## src/hdl/vic_pkg.sv

```systemverilog
package vic_pkg;

    // ------------------------------------------------------------
    // Widths
    // ------------------------------------------------------------
    localparam int unsigned ADDR_W   = 8;
    localparam int unsigned DATA_W   = 32;
    localparam int unsigned SRC_W    = 10;
    localparam int unsigned MSK_W    = 9;
    localparam int unsigned ID_W     = 4;
    localparam int unsigned VEC_W    = 16;
    localparam int unsigned NUM_PINS = 3;
    localparam int unsigned EDGE_FLD = 2;
    localparam int unsigned EDGE_W   = 6;

    // ------------------------------------------------------------
    // Register byte offsets
    // ------------------------------------------------------------
    localparam logic [ADDR_W-1:0] OFF_REQ    = 8'h00;
    localparam logic [ADDR_W-1:0] OFF_BLOCK  = 8'h04;
    localparam logic [ADDR_W-1:0] OFF_EDGE   = 8'h08;
    localparam logic [ADDR_W-1:0] OFF_CTRL   = 8'h0c;
    localparam logic [ADDR_W-1:0] OFF_IRQEN  = 8'h10;
    localparam logic [ADDR_W-1:0] OFF_ACTIVE = 8'h14;

    // ------------------------------------------------------------
    // Reset values
    // ------------------------------------------------------------
    localparam logic [SRC_W-1:0]  RST_REQ   = 10'h000;
    localparam logic [MSK_W-1:0]  RST_BLOCK = 9'h1ff;
    localparam logic [EDGE_W-1:0] RST_EDGE  = 6'h00;
    localparam logic [SRC_W-1:0]  RST_IRQEN = 10'h000;

    // ------------------------------------------------------------
    // Field positions
    // ------------------------------------------------------------
    localparam int unsigned EDGE_RISE_BIT = 0;
    localparam int unsigned EDGE_FALL_BIT = 1;
    localparam int unsigned CTRL_IE_BIT   = 0;
    localparam int unsigned CTRL_WDT_BIT  = 1;
    localparam int unsigned CTRL_NMI_IN_SERVICE_BIT = 2;
    localparam int unsigned ACT_VEC_LSB   = 0;
    localparam int unsigned ACT_ID_LSB    = 16;
    localparam int unsigned ACT_REQ_BIT   = 20;

    // ------------------------------------------------------------
    // Source numbering: 0 is the non-maskable one, 1 + level otherwise
    // ------------------------------------------------------------
    localparam int unsigned SRC_NMI    = 0;
    localparam int unsigned SRC_WDT_IV = 1;
    localparam int unsigned SRC_PIN_A  = 2;
    localparam int unsigned SRC_SERIAL = 5;
    localparam int unsigned SRC_TX     = 6;
    localparam int unsigned SRC_TMR8   = 7;
    localparam int unsigned SRC_TMR16  = 8;
    localparam int unsigned SRC_CONV   = 9;

    localparam logic [ID_W-1:0] ID_NMI  = 4'h0;
    localparam logic [ID_W-1:0] ID_BASE = 4'h1;

    // Vector table addresses, indexed by source number
    localparam logic [VEC_W-1:0] VEC_TABLE [SRC_W] = '{
        16'h0004, 16'h0006, 16'h0008, 16'h000a, 16'h000c,
        16'h000e, 16'h0010, 16'h0012, 16'h0014, 16'h0016
    };

endpackage

```

## src/hdl/vic_edge_if.sv

```systemverilog
`timescale 1ns/1ps
`default_nettype none

interface vic_edge_if;
    logic pin;
    logic rise_en;
    logic fall_en;
    logic hit;

    modport det (
        input  pin,
        input  rise_en,
        input  fall_en,
        output hit
    );

    modport ctl (
        output pin,
        output rise_en,
        output fall_en,
        input  hit
    );
endinterface

`default_nettype wire

```

## src/hdl/vic_edge_detect.sv

```systemverilog
`timescale 1ns/1ps
`default_nettype none

module vic_edge_detect
    import vic_pkg::*;
(
    input wire logic pclk,
    input wire logic presetn,
    vic_edge_if.det  port
);

    logic prev_r;
    logic armed_r;
    logic rise;
    logic fall;

    // Armed flag stops a false rise after reset
    always_ff @(posedge pclk or negedge presetn) begin
        if (!presetn) begin
            prev_r  <= 1'b0;
            armed_r <= 1'b0;
        end else begin
            prev_r  <= port.pin;
            armed_r <= 1'b1;
        end
    end

    assign rise     = armed_r & port.pin & ~prev_r;
    assign fall     = armed_r & ~port.pin & prev_r;
    assign port.hit = (rise & port.rise_en) | (fall & port.fall_en);

endmodule

`default_nettype wire

```

## src/hdl/vic_top.sv

```systemverilog
// Design decisions made here: the APB register port and the address map.
`timescale 1ns/1ps
`default_nettype none

// Operation
// Ten sources are handled, one non-maskable and nine maskable.
// In watchdog mode the watchdog overflow raises the non-maskable request with vector 0004H.
// In interval mode the watchdog overflow raises the maskable request of level 0.
// Of the maskable requests pending together the lowest level number wins, 0 highest and 8 lowest.
// Each external pin detects a selectable edge: rising, falling or both.
// The three pin detections form maskable requests at levels 1, 2 and 3.
// Serial receive end and three-wire transfer end share one request at level 4.
// Serial transmit end raises a request at level 5.
// The 8-bit timer compare match raises a request at level 6.
// The 16-bit timer compare match raises a request at level 7.
// Conversion completion raises a request at level 8, the lowest.
// Each source latches its event in its own request flag and each maskable one has a block flag.
// A global allow flag admits or holds back maskable requests.
// A flag shows that non-maskable servicing is in progress.
// A maskable request reaches the CPU only if flagged, unblocked and globally allowed; the non-maskable one bypasses both.
// A source's request flag is cleared when the CPU acknowledges it and takes its vector.

module vic_top
    import vic_pkg::*;
(
    input  wire logic              pclk,
    input  wire logic              presetn,
    input  wire logic              psel,
    input  wire logic              penable,
    input  wire logic              pwrite,
    input  wire logic [ADDR_W-1:0] paddr,
    input  wire logic [DATA_W-1:0] pwdata,
    output logic                   pready,
    output logic      [DATA_W-1:0] prdata,
    output logic                   pslverr,
    input  wire logic              watchdog_overflow_irq,
    input  wire logic              ext_pin_irq_a,
    input  wire logic              ext_pin_irq_b,
    input  wire logic              ext_pin_irq_c,
    input  wire logic              async_rx_done_irq,
    input  wire logic              sync_xfer_done_irq,
    input  wire logic              async_tx_done_irq,
    input  wire logic              timer8_match_irq,
    input  wire logic              timer16_match_irq,
    input  wire logic              conversion_done_irq,
    input  wire logic              cpu_irq_ack,
    input  wire logic              cpu_nmi_return,
    output logic                   irq,
    output logic                   cpu_irq_req,
    output logic                   cpu_irq_nmi,
    output logic      [VEC_W-1:0]  cpu_irq_vector
);

    // ------------------------------------------------------------
    // State
    // ------------------------------------------------------------
    logic [SRC_W-1:0]  req_r;
    logic [SRC_W-1:0]  req_nxt;
    logic [MSK_W-1:0]  source_block_flag_r;
    logic [EDGE_W-1:0] edge_sel_r;
    logic [SRC_W-1:0]  irq_en_r;
    logic              global_irq_allow_r;
    logic              global_irq_allow_nxt;
    logic              wdt_interval_r;
    logic              nmi_in_service_r;
    logic              nmi_in_service_nxt;
    logic [ID_W-1:0]   src_id_r;
    logic [ID_W-1:0]   src_id_nxt;
    logic              cpu_irq_req_nxt;
    logic              cpu_irq_nmi_nxt;
    logic              irq_nxt;
    logic              pready_nxt;
    logic              pslverr_nxt;
    logic [DATA_W-1:0] prdata_nxt;

    // ------------------------------------------------------------
    // External pin edge detection
    // ------------------------------------------------------------
    vic_edge_if       eif [NUM_PINS] ();
    logic [NUM_PINS-1:0] pin_in;
    logic [NUM_PINS-1:0] pin_hit;

    assign pin_in = {ext_pin_irq_c, ext_pin_irq_b, ext_pin_irq_a};

    for (genvar i = 0; i < NUM_PINS; i++) begin : g_pin
        assign eif[i].pin     = pin_in[i];
        assign eif[i].rise_en = edge_sel_r[i*EDGE_FLD + EDGE_RISE_BIT];
        assign eif[i].fall_en = edge_sel_r[i*EDGE_FLD + EDGE_FALL_BIT];
        assign pin_hit[i]     = eif[i].hit;

        vic_edge_detect u_det (
            .pclk    (pclk),
            .presetn (presetn),
            .port    (eif[i].det)
        );
    end

    // ------------------------------------------------------------
    // Event routing onto request flags
    // ------------------------------------------------------------
    logic [SRC_W-1:0] ev;

    assign ev[SRC_NMI]    = watchdog_overflow_irq & ~wdt_interval_r;
    assign ev[SRC_WDT_IV] = watchdog_overflow_irq & wdt_interval_r;
    assign ev[SRC_PIN_A +: NUM_PINS] = pin_hit;
    assign ev[SRC_SERIAL] = async_rx_done_irq | sync_xfer_done_irq;
    assign ev[SRC_TX]     = async_tx_done_irq;
    assign ev[SRC_TMR8]   = timer8_match_irq;
    assign ev[SRC_TMR16]  = timer16_match_irq;
    assign ev[SRC_CONV]   = conversion_done_irq;

    // ------------------------------------------------------------
    // APB decode
    // ------------------------------------------------------------
    logic access;
    logic wr_fire;
    logic sel_req;
    logic sel_block;
    logic sel_edge;
    logic sel_ctrl;
    logic sel_irqen;
    logic sel_active;
    logic addr_hit;

    // One wait state so that the answer comes from flip-flops
    assign access     = psel & penable;
    assign wr_fire    = access & pready & pwrite & ~pslverr;
    assign sel_req    = paddr == OFF_REQ;
    assign sel_block  = paddr == OFF_BLOCK;
    assign sel_edge   = paddr == OFF_EDGE;
    assign sel_ctrl   = paddr == OFF_CTRL;
    assign sel_irqen  = paddr == OFF_IRQEN;
    assign sel_active = paddr == OFF_ACTIVE;
    assign addr_hit   = sel_req | sel_block | sel_edge | sel_ctrl | sel_irqen | sel_active;

    assign pready_nxt  = access & ~pready;
    assign pslverr_nxt = pready_nxt & ~addr_hit;

    // ------------------------------------------------------------
    // Arbitration
    // ------------------------------------------------------------
    logic [MSK_W-1:0] pend_m;
    logic             any_m;
    logic             nmi_pend;
    logic [ID_W-1:0]  win_lvl;
    logic             ack_fire;
    logic             ack_nmi;
    logic             ack_mask;
    logic [SRC_W-1:0] ack_clr;
    logic [SRC_W-1:0] w1c;

    assign pend_m   = req_r[SRC_W-1:1] & ~source_block_flag_r;
    assign any_m    = |pend_m;
    // A second watchdog NMI waits until the first is serviced
    assign nmi_pend = req_r[SRC_NMI] & ~nmi_in_service_r;

    // Lowest level number wins
    always_comb begin
        win_lvl = '0;
        for (int k = MSK_W - 1; k >= 0; k--) begin
            if (pend_m[k]) begin
                win_lvl = ID_W'(k);
            end
        end
    end

    assign src_id_nxt = nmi_pend ? ID_NMI : win_lvl + ID_BASE;

    // Request drops for one cycle after an ack so the next pick
    // sees the flag that was just cleared
    assign cpu_irq_req_nxt = ~ack_fire & (nmi_pend | (global_irq_allow_r & any_m));
    assign cpu_irq_nmi_nxt = ~ack_fire & nmi_pend;

    assign ack_fire = cpu_irq_ack & cpu_irq_req;
    assign ack_nmi  = ack_fire & cpu_irq_nmi;
    assign ack_mask = ack_fire & ~cpu_irq_nmi;
    assign ack_clr  = ack_fire ? (SRC_W'(1) << src_id_r) : '0;

    // ------------------------------------------------------------
    // Flag updates; a new event beats a clear in the same cycle
    // ------------------------------------------------------------
    assign w1c     = (wr_fire & sel_req) ? pwdata[SRC_W-1:0] : '0;
    assign req_nxt = (req_r & ~w1c & ~ack_clr) | ev;

    assign nmi_in_service_nxt = ack_nmi | (nmi_in_service_r & ~cpu_nmi_return);

    // Software write of the allow bit takes precedence over the ack
    assign global_irq_allow_nxt = (wr_fire & sel_ctrl) ? pwdata[CTRL_IE_BIT]
                                : (ack_mask ? 1'b0 : global_irq_allow_r);

    assign irq_nxt = |(req_nxt & irq_en_r);

    // ------------------------------------------------------------
    // Read mux
    // ------------------------------------------------------------
    logic [DATA_W-1:0] rd_data;

    always_comb begin
        rd_data = '0;
        if (sel_req) begin
            rd_data[SRC_W-1:0] = req_r;
        end
        if (sel_block) begin
            rd_data[MSK_W-1:0] = source_block_flag_r;
        end
        if (sel_edge) begin
            rd_data[EDGE_W-1:0] = edge_sel_r;
        end
        if (sel_ctrl) begin
            rd_data[CTRL_IE_BIT]   = global_irq_allow_r;
            rd_data[CTRL_WDT_BIT]  = wdt_interval_r;
            rd_data[CTRL_NMI_IN_SERVICE_BIT] = nmi_in_service_r;
        end
        if (sel_irqen) begin
            rd_data[SRC_W-1:0] = irq_en_r;
        end
        if (sel_active) begin
            rd_data[ACT_VEC_LSB +: VEC_W] = cpu_irq_vector;
            rd_data[ACT_ID_LSB +: ID_W]   = src_id_r;
            rd_data[ACT_REQ_BIT]          = cpu_irq_req;
        end
    end

    assign prdata_nxt = (pready_nxt & ~pwrite) ? rd_data : '0;

    // ------------------------------------------------------------
    // Registers
    // ------------------------------------------------------------
    always_ff @(posedge pclk or negedge presetn) begin
        if (!presetn) begin
            pready  <= 1'b0;
            pslverr <= 1'b0;
            prdata  <= '0;
        end else begin
            pready  <= pready_nxt;
            pslverr <= pslverr_nxt;
            prdata  <= prdata_nxt;
        end
    end

    always_ff @(posedge pclk or negedge presetn) begin
        if (!presetn) begin
            req_r              <= RST_REQ;
            global_irq_allow_r <= 1'b0;
            nmi_in_service_r   <= 1'b0;
            irq                <= 1'b0;
        end else begin
            req_r              <= req_nxt;
            global_irq_allow_r <= global_irq_allow_nxt;
            nmi_in_service_r   <= nmi_in_service_nxt;
            irq                <= irq_nxt;
        end
    end

    always_ff @(posedge pclk or negedge presetn) begin
        if (!presetn) begin
            source_block_flag_r <= RST_BLOCK;
        end else if (wr_fire && sel_block) begin
            source_block_flag_r <= pwdata[MSK_W-1:0];
        end
    end

    always_ff @(posedge pclk or negedge presetn) begin
        if (!presetn) begin
            edge_sel_r <= RST_EDGE;
        end else if (wr_fire && sel_edge) begin
            edge_sel_r <= pwdata[EDGE_W-1:0];
        end
    end

    always_ff @(posedge pclk or negedge presetn) begin
        if (!presetn) begin
            wdt_interval_r <= 1'b0;
        end else if (wr_fire && sel_ctrl) begin
            wdt_interval_r <= pwdata[CTRL_WDT_BIT];
        end
    end

    always_ff @(posedge pclk or negedge presetn) begin
        if (!presetn) begin
            irq_en_r <= RST_IRQEN;
        end else if (wr_fire && sel_irqen) begin
            irq_en_r <= pwdata[SRC_W-1:0];
        end
    end

    always_ff @(posedge pclk or negedge presetn) begin
        if (!presetn) begin
            cpu_irq_req    <= 1'b0;
            cpu_irq_nmi    <= 1'b0;
            src_id_r       <= ID_NMI;
            cpu_irq_vector <= VEC_TABLE[SRC_NMI];
        end else begin
            cpu_irq_req    <= cpu_irq_req_nxt;
            cpu_irq_nmi    <= cpu_irq_nmi_nxt;
            src_id_r       <= src_id_nxt;
            cpu_irq_vector <= VEC_TABLE[src_id_nxt];
        end
    end

endmodule

`default_nettype wire

```

## config.mk

```make
export PLATFORM = sky130hd
export DESIGN_NAME = vic_top
export DESIGN_NICKNAME = d
export VERILOG_FILES = /design/src/hdl/vic_pkg.sv /design/src/hdl/vic_edge_if.sv /design/src/hdl/vic_edge_detect.sv /design/src/hdl/vic_top.sv
export SDC_FILE = /design/constraint.sdc
export NUM_CORES = 1
export LEC_CHECK = 0
export BUFFER_PORTS_ARGS = -buffer_cell sky130_fd_sc_hd__buf_2
export CAP_MARGIN = 15
export CELL_PAD_IN_SITES_DETAIL_PLACEMENT = 0
export CELL_PAD_IN_SITES_GLOBAL_PLACEMENT = 1
export CORE_MARGIN = 3
export CORE_UTILIZATION = 39
export CTS_BUF_LIST = sky130_fd_sc_hd__clkbuf_16
export DETAILED_ROUTE_END_ITERATION = 8
export PLACE_DENSITY_LB_ADDON = 0.1
export SYNTH_ARGS = -nofsm -noshare
export SYNTH_HDL_FRONTEND = slang
export SYNTH_HIERARCHICAL = 1
export SYNTH_SLANG_ARGS = --single-unit
```

## constraint.sdc

```tcl
create_clock -name pclk -period 2.3 [get_ports pclk]
set_input_delay 0.46 -clock pclk [delete_from_list [all_inputs] [get_ports pclk]]
set_output_delay 0.46 -clock pclk [all_outputs]
set_load 0.1 [all_outputs]
```

* After elaboration in Yosys (flattened, before gate mapping)
Memory sizes are Yosys's and may differ from the RTL's. A register that Yosys moved wholly into a read port is not among the register bits.
Index checks and enable logic that the tools add are counted.
** Storage, ports and cells
- Flip-flop bits (word level) :: 72
- Bits in read-only memories :: 256
- Input port bits :: 57
- Output and inout bits :: 53
- Word-level logic and storage cells :: 128
- Memories :: 1
** Cells by class
- $add $sub $neg :: 1
- Eq/ne operators :: 5
- Shifts and indexed selects :: 1
- Muxes and demuxes :: 21
- Bitwise operators :: 72
- Reductions and logical operators :: 9
** Memory list
- (no name shown) :: depth 16, width 16, read ports 1, clocked after memory_dff 1, write ports 0, line vic_top.sv:297 : cpu_irq_vector <= VEC_TABLE[src_id_nxt];
** Operators by type and width (number)
- $mux 21 :: 2
- $mux 10 :: 4
- $mux 4 :: 10
- $and 1x1->1 :: 37
- $and 10x10->10 :: 3
- $not 10->10 :: 2
- $eq 8x4->1 const B :: 2
- $eq 8x5->1 const B :: 2
- $not 1->1 :: 15
- $or 1x1->1 :: 11
- $or 10x10->10 :: 1
- $reduce_or 10->1 :: 1
- $shl 1x4->10 const A :: 1
- $and 9x9->9 :: 1
- $mux 9 :: 1
- $not 9->9 :: 1
- $reduce_or 9->1 :: 1
- $eq 8x3->1 const B :: 1
- $logic_not 8->1 :: 1
- $mux 6 :: 1
- $not 4->5 :: 1
- $add 4x1->4 const B :: 1
- $logic_and 1x1->1 :: 4
- $mux 3 :: 1
- 3 further kinds :: 4

* Longest topological paths before layout
- Depth in word-level cells :: 14
- Mapped depth :: 11
- Mapped depth without buffers :: 11

* By module
Netlist, hierarchy kept.
** By module, submodules not included
- vic_top :: times used 1, cells each 322, area an instance 3412.0 µm², sequential area each 1639.1 µm²
- vic_edge_detect :: times used 3, cells each 6, area an instance 75.1 µm², sequential area each 50.0 µm²

* Worst setup path after synthesis
OpenSTA, ideal clock, no wires.
- Path kind :: reg2reg
- Start point :: register pready
- End point :: register irq
- Library setup time :: 0.148 ns
- Data arrival time :: 2.208 ns
- Required time :: 2.152 ns
- Slack :: -0.056 ns
- Cell stages (with the launch flop) :: 7
- Buffers on the path :: 1
- Period minus slack after synthesis :: 2.356 ns
- Cell sequence :: dfrtp_1 nand2_1 nor4_1 buf_2 a31oi_1 a2111oi_0 nand4_1
** On the way
- Longest elaborated chain between the ends :: 11
** RTL lines
- start, declared :: line vic_top.sv:33 : output logic pready,
- start signal, assigned :: line vic_top.sv:235 : pready <= pready_nxt;
- $and 1x1->1 (3 in a row) :: line vic_top.sv:127 : assign wr_fire = access & pready & pwrite & ~pslverr;
- $and 1x1->1 :: line vic_top.sv:182 : assign w1c = (wr_fire & sel_req) ? pwdata[SRC_W-1:0] : '0;
- $mux 10 :: line vic_top.sv:182
- $not 10->10 :: line vic_top.sv:183 : assign req_nxt = (req_r & ~w1c & ~ack_clr) | ev;
- $and 10x10->10 (2 in a row) :: line vic_top.sv:183
- $or 10x10->10 :: line vic_top.sv:183
- $and 10x10->10 :: line vic_top.sv:191 : assign irq_nxt = |(req_nxt & irq_en_r);
- $reduce_or 10->1 :: line vic_top.sv:191
- via irq_nxt :: line vic_top.sv:71 : logic irq_nxt;
- end signal, assigned :: line vic_top.sv:251 : irq <= irq_nxt;
- end, declared :: line vic_top.sv:48 : output logic irq,
The timed path passes the listed nets, and every way through them passes these cells.
A chain may end at the register's enable or synchronous reset.

* Final worst setup path
- Start point :: register source_block_flag_r[7]
- End point :: register cpu_irq_vector[3]
** On the way
- Longest elaborated chain between the ends :: 13
** RTL lines
- start, declared :: line vic_top.sv:59 : logic [MSK_W-1:0] source_block_flag_r;
- start signal, assigned :: line vic_top.sv:259 : source_block_flag_r <= pwdata[MSK_W-1:0];
- $not 9->9 :: line vic_top.sv:152 : assign pend_m = req_r[SRC_W-1:1] & ~source_block_flag_r;
- $and 9x9->9 :: line vic_top.sv:152
- $mux 4 (8 in a row) :: line vic_top.sv:161 : if (pend_m[k]) begin
- $add 4x1->4 :: line vic_top.sv:167 : assign src_id_nxt = nmi_pend ? ID_NMI : win_lvl + ID_BASE;
- $mux 4 :: line vic_top.sv:167
- via src_id_nxt[1] :: line vic_top.sv:68 : logic [ID_W-1:0] src_id_nxt;
- $not 4->5 (implied by the code) :: line vic_top.sv:297
- end, declared :: line vic_top.sv:51 : output logic [VEC_W-1:0] cpu_irq_vector
The timed path passes the listed nets, and every way through them passes these cells.

==> results_dict.tcl <==
set metrics [dict create \
    nets 470 \
    vias_per_cell 5.30 \
    grt_max_degree 72 \
    yosys.area.top_type "dfrtp_1" \
    required_ns 2.50 \
    highest_layer "met4" \
    synth_top_area_frac 0.420 \
    area_growth_pct 19.3 \
    powerDensity_nw_per_um2 825 \
    clock_sinks 71 \
    drtIter0Drc 182 \
    synth_most_common_cell "dfrtp_1" \
    wl_met2_um 4290 \
    ios 110 \
    slew_violations 0 \
    slowest_delay_ns 0.54 \
    netlist_area_um2 3640 \
    crit_slowest_cell "dfstp_2" \
    route.vias.total 2778 \
    p_leak_uw 0.00204 \
    synthFlopType "dfrtp_1" \
    status "finished, final reports clean" \
    die_h_um 103 \
    yosysSeqAreaShare 0.492 \
    yosys_warnings 6 \
    wl_met1_um 4550 \
    synth_edf_count 0 \
    maxCapViolations 0 \
    holdWs_ns 0.131 \
    rows 34 \
    min_period_ns 2.15 \
    ys_top_cells_by_count "dfrtp_1 (61), buf_4 (31), o21ai_0 (26)" \
    grt_pass1_vias 2690 \
    dr.pass1.iters 4 \
    dr_wl_met3_um 430 \
    dieWidth_um 103 \
    timing.final.crit_share 0.936 \
    ir_drop_v 0.000358 \
    post_drt_wl_per_cell_um 18.0 \
    fin_util 0.488 \
    crit_type "flip-flop to flip-flop" \
    gp_congestion 0.902 \
    synthTopCellsByArea "dfrtp_1 (42%), dfstp_2 (7.2%), mux2_2 (7.1%)" \
    grt-ovfl-total 0 \
    hold_violations 0 \
    cts_tree "built" \
    drc_errors 0 \
    finClkSkew_ns 0.00651 \
    initial_utilization 0.409 \
    io_buffers 58 \
    netlist_instances 340 \
    diodes 0 \
    start_kind "flip-flop" \
    synth_seq_cells 71 \
    grt_pass1_wl_um 14700 \
    core_area_um2 8890 \
    final_layout_size_suffix_gt1_frac 0.325 \
    design.die.area_um2 10500 \
    synth_cell_types 54 \
    rsz0062_at_grt "no" \
    async_flop_share 1.00 \
    fmax_ghz 0.465 \
    antenna_left 0 \
    hold_path_class "primary input to asynchronous set/reset pin" \
    clkSlewWorstSetupHoldPaths_ns 0.06 \
    antenna_found_initial 0 \
    crit_path_max_fanout 3 \
    clk-insertion-delay-late_ns 0.33 \
    dpl.hpwl_um 7110 \
    cts_hold_buf 0 \
    track_usage 0.187 \
    htreeDepth 3 \
    finalSetupViolations 0 \
    setup_tns_ns 0 \
    syn_avg_cell_area_um2 10.7 \
    cts_buffers 9 \
    clockRootBuffer "clkbuf_16" \
    ctsLongestPathBuffers 2 \
    path_cells "nand2b_1, nor2b_2, inv_1, a211oi_1, nor3_1, ha_1, nor2b_2, ha_1, o31a_1" \
    wl_um 9420 \
    crit_arrival_ns 2.35 \
    cp-end-kind "flip-flop" \
]
state kept, by name (all words and copies together), names as in the netlist, 3 cells and up:
name                 count
edge_sel_r               6
g_pin.u_det/armed_r      3
prdata                  15
source_block_flag_r      9
g_pin.u_det/prev_r       3
req_r                   10
src_id_r                 4
irq_en_r                10
cpu_irq_vector           3
final timing paths:
path                                         from                endpoint  slack (ns)  cells after the start
hold / removal                            presetn                  pready        0.13                      2
setup / recovery           source_block_flag_r[7]       cpu_irq_vector[3]        0.15                      9
min in group pclk                   ext_pin_irq_b   g_pin[1].u_det/prev_r        0.26                      1
max in group asynchronous                 presetn  source_block_flag_r[3]        1.79                      2
setup reg to reg           source_block_flag_r[7]       cpu_irq_vector[3]        0.15                      9
hold reg to reg                            pready                  pready        0.49                      1
through the flow:
| stage | cells | setup slack [ns] | cell area (µm²) | power [µW] |
|---|---|---|---|---|
| 3_3_place_gp | 508 | 0.0596 | 4050 | 2270 |
| 5_1_grt | 524 | 0.0160 | 4340 | 3740 |
| 2_1_floorplan | 368 | 0.108 | 3740 | 2110 |
| 4_1_cts | 524 | 0.0960 | 4340 | 3620 |
| 6_report | 524 | 0.148 | 4340 | 3580 |
| 3_5_place_dp | 508 | 0.0355 | 4050 | 2280 |
metal layers:
| metal | GRT usage | vias up |
|---|---|---|
| met5 | 0 | - |
| met4 | 0.0656 | 0 |
| met3 | 0.0277 | 10 |
| met2 | 0.284 | 90 |
| met1 | 0.272 | 1353 |
| li1 | - | 1325 |
logic make-up after synthesis:
kind of cell    Yosys count  share of synthesized area
flops                    71                      0.492
compound gates           86                      0.157
fa+ha+maj                 2                    0.00688
buf+inv                  52                     0.0887
other cells               4                    0.00413
xor+xnor                  1                    0.00241
mux                      27                     0.0857
simple gates             97                      0.163
cell usage in the layout, fill, tap and decap left out, drive strengths merged, types with 4 or more instances in the layout:
cell type  instances
buf               72
dfrtp             61
conb              32
o21ai             26
mux2              23
nand2             16
inv               15
a21oi             13
nor2b             13
dfstp             10
nor2              10
clkbuf             9
or2                8
nand4b             8
and2               7
a22oi              7
a31oi              7
nor3               6
nand3              6
o211ai             5
nand2b             5
a221oi             4
nand4              4
power by group:
part	internal, µW	total, µW	switching [µW]
registers	1320	1400	78.7
logic	158	863	705
clock network	821	1320	497
total	2300	3580	1280
cell type report:
type | instances | area [µm²]
clock buffer | 9 | 225
timing repair buffer | 72 | 445
inverter | 12 | 45.0
sequential | 71 | 1790
tap | 108 | 135
clock inverter | 7 | 57.6
fill | 851 | 4550
multi-input combinational | 245 | 1640
critical path, delay by kind of cell, from the launching register on:
kind | cells | cell delay (ns)
DFF | 1 | 0.54
adders and majority gates | 2 | 0.59
buffers and inverters | 1 | 0.05
AOI/OAI and AO/OA | 2 | 0.32
and+or+nand+nor | 4 | 0.53
timing repair:
action                     in CTS  in global routing
setup buffers                   0                  0
gates resized for setup         0                  2
hold endpoints to repair        0                  0
setup endpoints to repair       0                  1
(Power assumes the default switching activity.)
